==> src/common/wdt_pkg.sv <==
// Shared constants for the watchdog and interval timer and its bus master
`default_nettype none
package wdt_pkg;
    localparam int unsigned ADDR_W = 28;

    // Register addresses on the device's own bus
    localparam logic [27:0] ADDR_CSR_WR = 28'h5ffffb8;
    localparam logic [27:0] ADDR_CSR_RD = 28'h5ffffb8;
    localparam logic [27:0] ADDR_CNT_RD = 28'h5ffffb9;
    localparam logic [27:0] ADDR_RST_WR = 28'h5ffffba;
    localparam logic [27:0] ADDR_RST_RD = 28'h5ffffbb;

    // Transfer sizes
    localparam logic [1:0] SZ_BYTE = 2'h0;
    localparam logic [1:0] SZ_WORD = 2'h1;
    localparam logic [1:0] SZ_LONG = 2'h2;

    // Write keys in the upper byte
    localparam logic [7:0] KEY_CNT     = 8'h5a;
    localparam logic [7:0] KEY_CSR     = 8'ha5;
    localparam logic [7:0] KEY_RST_CLR = 8'ha5;
    localparam logic [7:0] KEY_RST_SET = 8'h5a;
    localparam logic [7:0] RST_CLR_DATA = 8'h00;

    // Field positions
    localparam int unsigned BIT_OVF  = 7;
    localparam int unsigned BIT_WT   = 6;
    localparam int unsigned BIT_TME  = 5;
    localparam int unsigned BIT_WATCHDOG_OVERFLOW_FLAG = 7;
    localparam int unsigned BIT_CHIP_RESET_ENABLE = 6;
    localparam int unsigned BIT_CHIP_RESET_TYPE = 5;

    // Reset values and fixed bits
    localparam logic [7:0] CSR_RESET = 8'h18;
    localparam logic [7:0] CNT_RESET = 8'h00;
    localparam logic [7:0] RST_RESET = 8'h1f;
    localparam logic [1:0] CSR_RSVD  = 2'h3;
    localparam logic [4:0] RST_RSVD  = 5'h1f;

    // Pulse lengths in system clock cycles
    localparam int unsigned OVF_OUT_CYCLES  = 128;
    localparam int unsigned CHIP_RST_CYCLES = 512;

    // Host command port offsets
    localparam logic [3:0] HOST_CNT_WR = 4'h0;
    localparam logic [3:0] HOST_CSR_WR = 4'h1;
    localparam logic [3:0] HOST_RST_WR = 4'h2;
    localparam logic [3:0] HOST_CLEAR  = 4'h3;
    localparam logic [3:0] HOST_SNAP   = 4'h4;
    localparam logic [3:0] HOST_STATUS = 4'h5;
endpackage : wdt_pkg
`default_nettype wire

==> src/common/wdt_bus_if.sv <==
// Register bus between the bus master and the timer
`default_nettype none
interface wdt_bus_if;
    logic [27:0] addr;
    logic [15:0] wdata;
    logic [1:0]  size;
    logic        wr;
    logic        rd;
    logic [7:0]  rdata;

    modport dev  (input addr, input wdata, input size, input wr, input rd, output rdata);
    modport host (output addr, output wdata, output size, output wr, output rd, input rdata);
endinterface : wdt_bus_if
`default_nettype wire

==> src/design/wdt_device.sv <==
// Watchdog and interval timer with keyed register access
`default_nettype none
module wdt_device #(
    parameter int unsigned OVF_OUT_LEN  = wdt_pkg::OVF_OUT_CYCLES,
    parameter int unsigned CHIP_RST_LEN = wdt_pkg::CHIP_RST_CYCLES
) (
    input  wire logic clk_i,
    input  wire logic rst_n_i,
    wdt_bus_if.dev    bus,
    input  wire logic ext_reset_n_i,
    input  wire logic standby_i,
    output logic      overflow_out_n_o,
    output logic      interval_irq_o,
    output logic      chip_reset_o,
    output logic      chip_reset_manual_o
);
    if (OVF_OUT_LEN < 1 || OVF_OUT_LEN > 1023) begin : g_bad_ovf_len
        $error("OVF_OUT_LEN must be 1 to 1023");
    end
    if (CHIP_RST_LEN < 1 || CHIP_RST_LEN > 1023) begin : g_bad_rst_len
        $error("CHIP_RST_LEN must be 1 to 1023");
    end

    typedef struct packed {
        logic [2:0]  ext_sync;
        logic        ext_level;
        logic [2:0]  stby_sync;
        logic        stby_level;
        logic [12:0] prescale;
        logic [7:0]  count_value;
        logic        interval_overflow_flag;
        logic        timer_mode_select;
        logic        timer_run;
        logic [2:0]  clock_divider_select;
        logic        watchdog_overflow_flag;
        logic        chip_reset_enable;
        logic        chip_reset_type;
        logic        ovf_read_one;
        logic        watchdog_overflow_flag_read_one;
        logic [9:0]  ovf_pulse_cnt;
        logic [9:0]  rst_pulse_cnt;
        logic        overflow_out_n;
        logic        chip_reset;
        logic        chip_reset_manual;
        logic [7:0]  rdata;
    } wdt_dev_state_s;

    localparam wdt_dev_state_s RESET_S = '{
        ext_sync:       3'h7,
        ext_level:      1'b1,
        overflow_out_n: 1'b1,
        default:        '0
    };

    // Prescaler tap mask for each divider code
    function automatic logic [12:0] div_mask(input logic [2:0] sel);
        case (sel)
            3'h0:    div_mask = 13'h0001;
            3'h1:    div_mask = 13'h003f;
            3'h2:    div_mask = 13'h007f;
            3'h3:    div_mask = 13'h00ff;
            3'h4:    div_mask = 13'h01ff;
            3'h5:    div_mask = 13'h03ff;
            3'h6:    div_mask = 13'h0fff;
            default: div_mask = 13'h1fff;
        endcase
    endfunction : div_mask

    wdt_dev_state_s q;
    wdt_dev_state_s d;
    logic           wr_word;
    logic           rd_byte;
    logic [7:0]     key;
    logic [7:0]     lo;
    logic           csr_wr;
    logic           cnt_wr;
    logic           rst_clr;
    logic           rst_set;
    logic           tick;
    logic           wrap;
    logic           stby;
    logic [7:0]     csr_view;
    logic [7:0]     rst_view;

    always_comb begin
        d = q;
        d.ext_sync = {q.ext_sync[1:0], ext_reset_n_i};
        if (q.ext_sync[2] == q.ext_sync[1]) begin
            d.ext_level = q.ext_sync[2];
        end
        d.stby_sync = {q.stby_sync[1:0], standby_i};
        if (q.stby_sync[2] == q.stby_sync[1]) begin
            d.stby_level = q.stby_sync[2];
        end
        stby = q.stby_level;
        d.prescale = q.prescale + 13'h0001;
        d.rdata = 8'h00;

        key = bus.wdata[15:8];
        lo = bus.wdata[7:0];
        wr_word = bus.wr && (bus.size == wdt_pkg::SZ_WORD);
        rd_byte = bus.rd && (bus.size == wdt_pkg::SZ_BYTE);
        csr_wr = wr_word && (bus.addr == wdt_pkg::ADDR_CSR_WR)
                 && (key == wdt_pkg::KEY_CSR);
        cnt_wr = wr_word && (bus.addr == wdt_pkg::ADDR_CSR_WR)
                 && (key == wdt_pkg::KEY_CNT);
        rst_clr = wr_word && (bus.addr == wdt_pkg::ADDR_RST_WR)
                  && (key == wdt_pkg::KEY_RST_CLR) && (lo == wdt_pkg::RST_CLR_DATA);
        rst_set = wr_word && (bus.addr == wdt_pkg::ADDR_RST_WR)
                  && (key == wdt_pkg::KEY_RST_SET);

        tick = q.timer_run
               && ((q.prescale & div_mask(q.clock_divider_select))
                   == div_mask(q.clock_divider_select));
        wrap = tick && !cnt_wr && !stby && (q.count_value == 8'hff);

        csr_view = {q.interval_overflow_flag, q.timer_mode_select, q.timer_run,
                    wdt_pkg::CSR_RSVD, q.clock_divider_select};
        rst_view = {q.watchdog_overflow_flag, q.chip_reset_enable, q.chip_reset_type,
                    wdt_pkg::RST_RSVD};

        if (q.ovf_pulse_cnt != 10'h000) begin
            d.ovf_pulse_cnt = q.ovf_pulse_cnt - 10'h001;
        end
        if (q.rst_pulse_cnt != 10'h000) begin
            d.rst_pulse_cnt = q.rst_pulse_cnt - 10'h001;
        end

        // Byte reads; reading a set flag arms its clear
        if (rd_byte) begin
            case (bus.addr)
                wdt_pkg::ADDR_CSR_RD: begin
                    d.rdata = csr_view;
                    if (q.interval_overflow_flag) begin
                        d.ovf_read_one = 1'b1;
                    end
                end
                wdt_pkg::ADDR_CNT_RD: begin
                    d.rdata = q.count_value;
                end
                wdt_pkg::ADDR_RST_RD: begin
                    d.rdata = rst_view;
                    if (q.watchdog_overflow_flag) begin
                        d.watchdog_overflow_flag_read_one = 1'b1;
                    end
                end
                default: begin
                    d.rdata = 8'h00;
                end
            endcase
        end

        // Control writes
        if (csr_wr) begin
            d.timer_mode_select = lo[wdt_pkg::BIT_WT];
            d.timer_run = lo[wdt_pkg::BIT_TME];
            d.clock_divider_select = lo[2:0];
            if (!lo[wdt_pkg::BIT_OVF] && q.ovf_read_one) begin
                d.interval_overflow_flag = 1'b0;
                d.ovf_read_one = 1'b0;
            end
        end
        if (rst_clr && q.watchdog_overflow_flag_read_one) begin
            d.watchdog_overflow_flag = 1'b0;
            d.watchdog_overflow_flag_read_one = 1'b0;
        end
        if (rst_set) begin
            d.chip_reset_enable = lo[wdt_pkg::BIT_CHIP_RESET_ENABLE];
            d.chip_reset_type = lo[wdt_pkg::BIT_CHIP_RESET_TYPE];
        end

        // Counter: write beats increment, stop holds zero
        if (cnt_wr) begin
            d.count_value = lo;
        end else if (!q.timer_run) begin
            d.count_value = wdt_pkg::CNT_RESET;
        end else if (tick) begin
            d.count_value = q.count_value + 8'h01;
        end

        // Overflow events; a set wins over a same-cycle clear
        if (wrap && q.timer_mode_select) begin
            d.watchdog_overflow_flag = 1'b1;
            d.ovf_pulse_cnt = 10'(OVF_OUT_LEN);
            if (q.chip_reset_enable) begin
                d.rst_pulse_cnt = 10'(CHIP_RST_LEN);
                d.chip_reset_manual = q.chip_reset_type;
            end
            d.interval_overflow_flag = 1'b0;
            d.ovf_read_one = 1'b0;
            d.timer_mode_select = 1'b0;
            d.timer_run = 1'b0;
            d.clock_divider_select = 3'h0;
        end else if (wrap) begin
            d.interval_overflow_flag = 1'b1;
        end

        // Standby entry
        if (stby) begin
            d.interval_overflow_flag = 1'b0;
            d.timer_mode_select = 1'b0;
            d.timer_run = 1'b0;
            d.ovf_read_one = 1'b0;
            d.count_value = q.count_value;
            d.watchdog_overflow_flag = 1'b0;
            d.chip_reset_enable = 1'b0;
            d.chip_reset_type = 1'b0;
            d.watchdog_overflow_flag_read_one = 1'b0;
        end

        // Reset pin takes priority over everything
        if (!q.ext_level) begin
            d = '{
                ext_sync:       d.ext_sync,
                ext_level:      d.ext_level,
                stby_sync:      d.stby_sync,
                stby_level:     d.stby_level,
                overflow_out_n: 1'b1,
                default:        '0
            };
        end

        d.overflow_out_n = (d.ovf_pulse_cnt == 10'h000);
        d.chip_reset = (d.rst_pulse_cnt != 10'h000);
    end

    always_ff @(posedge clk_i) begin
        if (!rst_n_i) begin
            q <= RESET_S;
        end else begin
            q <= d;
        end
    end

    assign bus.rdata = q.rdata;
    assign overflow_out_n_o = q.overflow_out_n;
    assign interval_irq_o = q.interval_overflow_flag;
    assign chip_reset_o = q.chip_reset;
    assign chip_reset_manual_o = q.chip_reset_manual;
endmodule : wdt_device
`default_nettype wire

==> src/flat_wrapper.sv <==
// flat-port wrapper written by rule: the top's interface ports become plain ports
module wdt_device_flat 
#(
    parameter int unsigned OVF_OUT_LEN  = wdt_pkg::OVF_OUT_CYCLES,
    parameter int unsigned CHIP_RST_LEN = wdt_pkg::CHIP_RST_CYCLES
)
  (clk_i, rst_n_i, ext_reset_n_i, standby_i, overflow_out_n_o, interval_irq_o, chip_reset_o, chip_reset_manual_o, bus_addr, bus_wdata, bus_size, bus_wr, bus_rd, bus_rdata);
  wdt_bus_if bus_i ();
  input  wire logic clk_i;
  input  wire logic rst_n_i;
  input  wire logic ext_reset_n_i;
  input  wire logic standby_i;
  output logic overflow_out_n_o;
  output logic interval_irq_o;
  output logic chip_reset_o;
  output logic chip_reset_manual_o;
  input wire logic [$bits(bus_i.addr)-1:0] bus_addr;
  input wire logic [$bits(bus_i.wdata)-1:0] bus_wdata;
  input wire logic [$bits(bus_i.size)-1:0] bus_size;
  input wire logic [$bits(bus_i.wr)-1:0] bus_wr;
  input wire logic [$bits(bus_i.rd)-1:0] bus_rd;
  output wire logic [$bits(bus_i.rdata)-1:0] bus_rdata;
  assign bus_i.addr = bus_addr;
  assign bus_i.wdata = bus_wdata;
  assign bus_i.size = bus_size;
  assign bus_i.wr = bus_wr;
  assign bus_i.rd = bus_rd;
  assign bus_rdata = bus_i.rdata;
  wdt_device #(.OVF_OUT_LEN(OVF_OUT_LEN), .CHIP_RST_LEN(CHIP_RST_LEN)) u_core (.clk_i(clk_i), .rst_n_i(rst_n_i), .bus(bus_i), .ext_reset_n_i(ext_reset_n_i), .standby_i(standby_i), .overflow_out_n_o(overflow_out_n_o), .interval_irq_o(interval_irq_o), .chip_reset_o(chip_reset_o), .chip_reset_manual_o(chip_reset_manual_o));
endmodule
==> config.mk <==
export PLATFORM = sky130hd
export DESIGN_NAME = wdt_device_flat
export DESIGN_NICKNAME = d
export VERILOG_FILES = /design/src/common/wdt_pkg.sv /design/src/common/wdt_bus_if.sv /design/src/design/wdt_device.sv /design/src/flat_wrapper.sv
export SDC_FILE = /design/constraint.sdc
export NUM_CORES = 1
export LEC_CHECK = 0
export ABC_AREA = 1
export BUFFER_PORTS_ARGS = -buffer_cell sky130_fd_sc_hd__buf_2
export CAP_MARGIN = 25
export CORE_MARGIN = 5
export CORE_UTILIZATION = 40
export CTS_CLUSTER_SIZE = 40
export DETAILED_ROUTE_END_ITERATION = 6
export GPL_TIMING_DRIVEN = 0
export PLACE_DENSITY = 0.64
export SLEW_MARGIN = 25
export SYNTH_ARGS = -nofsm -noshare
export SYNTH_HDL_FRONTEND = slang
export SYNTH_SLANG_ARGS = --single-unit
==> constraint.sdc <==
create_clock -name clk_i -period 1.6 [get_ports clk_i]
set_input_delay 0.24 -clock clk_i [delete_from_list [all_inputs] [get_ports clk_i]]
set_output_delay 0.24 -clock clk_i [all_outputs]
set_load 0.05 [all_outputs]
==> results.md <==
* Status: finished with violations
* Failing checks: negative setup slack
* Pwr per Cell Area at 739 mW/mm²
* Final slew viol count at 0
* Max Fanout on Critical Path at 6
* Synth Area in Simple Gates at 33.0%
* Min Tclk post-route at 1750 ps
* Fin crit share at 109%
* RD Place Congestion at 0.846
* Largest family of logic cells by synthesized area: simple AND/OR/NAND/NOR gates
* Leak at 2.15 nW
* Initial core utilization at 40.5%
* H-tree Lvls at 3
* Layout cells sized above 1 at 32.8%
* EDFF count, synth at 0
* Synth Area in Adders at 1.36%
* DR iter-0 viols at 163
* Worst setup margin at -146 ps
* Multiplexer share of the synthesized area at 0%
* Achievable Freq at 0.573 GHz
* Placed insts at 712
* Hold EP: u_core.q[68]$_SDFF_PN1_
* Layout area overhead at 35.3%
* DRC viols at 0
* DRT antenna net count at 0
* CTS tree: done
* Wire per inst at 12.7 µm
* IO buf count at 63
* CP Class: reg -> reg
* Worst hold start: ext_reset_n_i
* Worst r2r src: u_core.q[43]$_SDFFE_PN0P_
* Root Buffer: clkbuf_8
* Unrepaired setup endpoints after global routing: true
* Compound-Gate Fraction of Synth Area at 14.5%
* Worst ir drop on vdd at 0.000473 V
* Syn Nets at 594
* Number of global-route vias before repair at 3466
* Hold Path Depth at 2
* Largest net degree at the start of global routing at 13
* Critical path startpoint category: flop
* DIE WIDTH at 106 µm
* Synth warnings at 0
* Setup violators final at 23
* Cell row count at 35
* Num ports at 64
* DIE AREA at 0.0113 mm²
* Worst slew pin tran at 617 ps
* Chip height at 106 µm
* Synth Flop Type: dfxtp_1
* Reg clk slew, reported paths at 90 ps
* Worst Path Arrival at 1970 ps
* Grt total ovfl at 0
* First-pass GRT wire length at 15.2 mm
* Max_cap viols at 0
* Core ar. at 0.00911 mm²
* CP endpoint kind: flop
* Post-Route WL at 9.61 mm
* DP HPWL at 6.71 mm
* Asr flop ratio synth at 0%
* Clk sink count at 71
* Sequential fraction of the synthesis area at 38.5%
* Synth cell types at 39
* HP Class: in -> reg
* Initial antenna violation count at 0
* Mapped Area at 0.00369 mm²
* Endpoints failing hold at 0
* Setup Skew at 14.6 ps
* Reg2Reg Setup Slack at -150 ps
* Clock Tree Buf Depth at 2
* Non-filler instance count after layout at 754
* Post-Synth XOR/XNOR Area at 2.37%
* Synth Register Bits at 71
* Via count at 3805
* Slew headroom at 58.5%
* Synth Instances at 538
* CTS Hold Bufs at 0
* Total Nets Final at 694
* TritonRoute pass-1 iters at 6
* Worst r2r dst: u_core.chip_reset_o$_SDFF_PN0_
* Worst-skew pair later-pin latency at 350 ps
* Total track usage at 16.5%
* CP required at 1830 ps
* Post-DR vias/cell at 5.05
* Register-to-Register Path Depth at 13
* Ant. Diodes at 0
* Avg Inst Size Synth at 6.86 µm²
* Hold WS at 77.5 ps
* Total CTS buffers at 9
worst max path at each step:
stage                                    startpoint                                  to  cells after the start
after detailed placement              bus_wdata[11]  u_core.interval_irq_o$_SDFFE_PP0P_                      9
after global routing      u_core.q[43]$_SDFFE_PN0P_      u_core.chip_reset_o$_SDFF_PN0_                     13
final                     u_core.q[43]$_SDFFE_PN0P_      u_core.chip_reset_o$_SDFF_PN0_                     13
after floorplan           u_core.q[43]$_SDFFE_PN0P_      u_core.chip_reset_o$_SDFF_PN0_                     13
after CTS                 u_core.q[43]$_SDFFE_PN0P_      u_core.chip_reset_o$_SDFF_PN0_                     13
after global placement                 bus_wdata[9]  u_core.interval_irq_o$_SDFFE_PP0P_                      9
worst max-delay path, stage by stage (launching register included):
cell	delay (ps)
dfxtp_4	360
ha_4	130
nand2_2	50
inv_2	80
nand2_4	50
nor2_4	120
nand4_4	100
nor2_4	140
nand4_4	130
buf_6	180
o21ai_2	50
nand3_1	80
nor2_1	110
nor2_1	50
area by class of cell:
type | count | area (µm²)
fill | 821 | 4110
clock buffer | 12 | 166
inverter | 75 | 290
sequential | 71 | 1450
multi-input combinational | 380 | 2270
timing repair buffer | 86 | 507
clock inverter | 4 | 73.8
buffer | 15 | 104
tap | 111 | 139
cells in the final DEF, fill, tap and decap left out, types with 4 or more instances in the layout:
| master | netlist | layout |
|---|---|---|
| clkbuf_8 | 0 | 10 |
| nor2_4 | 3 | 13 |
| buf_2 | 1 | 65 |
| dfxtp_1 | 71 | 61 |
| a21oi_1 | 40 | 33 |
| nand3_1 | 30 | 25 |
| nand3_4 | 0 | 4 |
| nor2_2 | 2 | 5 |
| nand4_1 | 10 | 10 |
| nand2_2 | 7 | 14 |
| nor2_1 | 84 | 71 |
| buf_4 | 9 | 26 |
| a21oi_2 | 0 | 7 |
| clkbuf_1 | 3 | 4 |
| nand2_1 | 102 | 90 |
| buf_6 | 1 | 7 |
| o21ai_1 | 0 | 6 |
| inv_1 | 70 | 65 |
| nand2_4 | 0 | 5 |
| inv_2 | 4 | 6 |
| dfxtp_4 | 0 | 7 |
| nand3_2 | 4 | 6 |
| o21ai_0 | 38 | 31 |
| xor2_1 | 7 | 6 |
| nor3_2 | 0 | 4 |
| nor3_1 | 15 | 11 |
flip-flops by register name, indices dropped and copies added (netlist names):
name and cells:
u_core.csr_view 5, u_core.q 53, u_core.stby 1, u_core.overflow_out_n_o 1
u_core.interval_irq_o 1, u_core.chip_reset_manual_o 1, u_core.chip_reset_o 1, u_core.bus.rdata 8
per-layer routing:
layer	GRT usage, %	part of all wire [%]	vias to the layer above	wire length [µm]
li1	-	-	1955	-
met1	20.2	45	1719	4340
met2	27.7	47	118	4560
met3	4.49	5.7	13	544
met4	5.83	1.7	0	168
met5	0	0	-	0
synth_stat cells, types with 4 or more instances:
| cell type | number | area share [%] |
|---|---|---|
| nor4_1 | 4 | 0.68 |
| buf_4 | 9 | 1.8 |
| inv_2 | 4 | 0.41 |
| a211oi_1 | 4 | 0.81 |
| a21oi_1 | 40 | 5.4 |
| xor2_1 | 7 | 1.7 |
| nor3_1 | 15 | 2.0 |
| nand3_1 | 30 | 4.1 |
| dfxtp_1 | 71 | 38 |
| nor2_1 | 84 | 8.5 |
| inv_1 | 70 | 7.1 |
| nand2_1 | 102 | 10 |
| nand4_1 | 10 | 1.7 |
| nand2_2 | 7 | 1.2 |
| o21ai_0 | 38 | 5.2 |
| ha_1 | 4 | 1.4 |
| nand3_2 | 4 | 1.1 |
stage by stage:
stage                     total power (W)  TNS, ps  setup WS, ps  util (%)  instance area, µm²
after floorplan                   0.00190    -11.9         -11.9         -                3720
after global placement            0.00199    -5820          -272      45.9                4180
after detailed placement          0.00200    -6550          -283      45.9                4180
after CTS                         0.00371    -2180          -177      51.3                4670
after global routing              0.00384    -4760          -272      54.9                5000
final                             0.00369    -1400          -146      54.9                5000
what timing repair did:
item / CTS / global route
pin swaps: 8 / 24
gates resized for setup: 32 / 74
setup buffers: 14 / 9
cloned: 2 / 1
endpoints found under the setup margin: 41 / 47
logic make-up (layout without fill, tap and decap cells):
group                    count (synthesis)  count (layout)
XOR/XNOR                                10              10
AND/OR/NAND/NOR                        268             271
buffers and inverters                   90             192
adder cells (fa/ha/maj)                  4               4
flip-flops                              71              71
AO/OA/AOI/OAI                           95              95
where the power goes:
group	switching, W	leakage (nW)	total, W	internal, W
logic	0.000115	1.45	0.000203	0.0000886
registers	0.0000132	0.580	0.00178	0.00177
clock network	0.000687	0.122	0.00171	0.00102
total	0.000815	2.15	0.00369	0.00288
(Power assumes the default switching activity.)
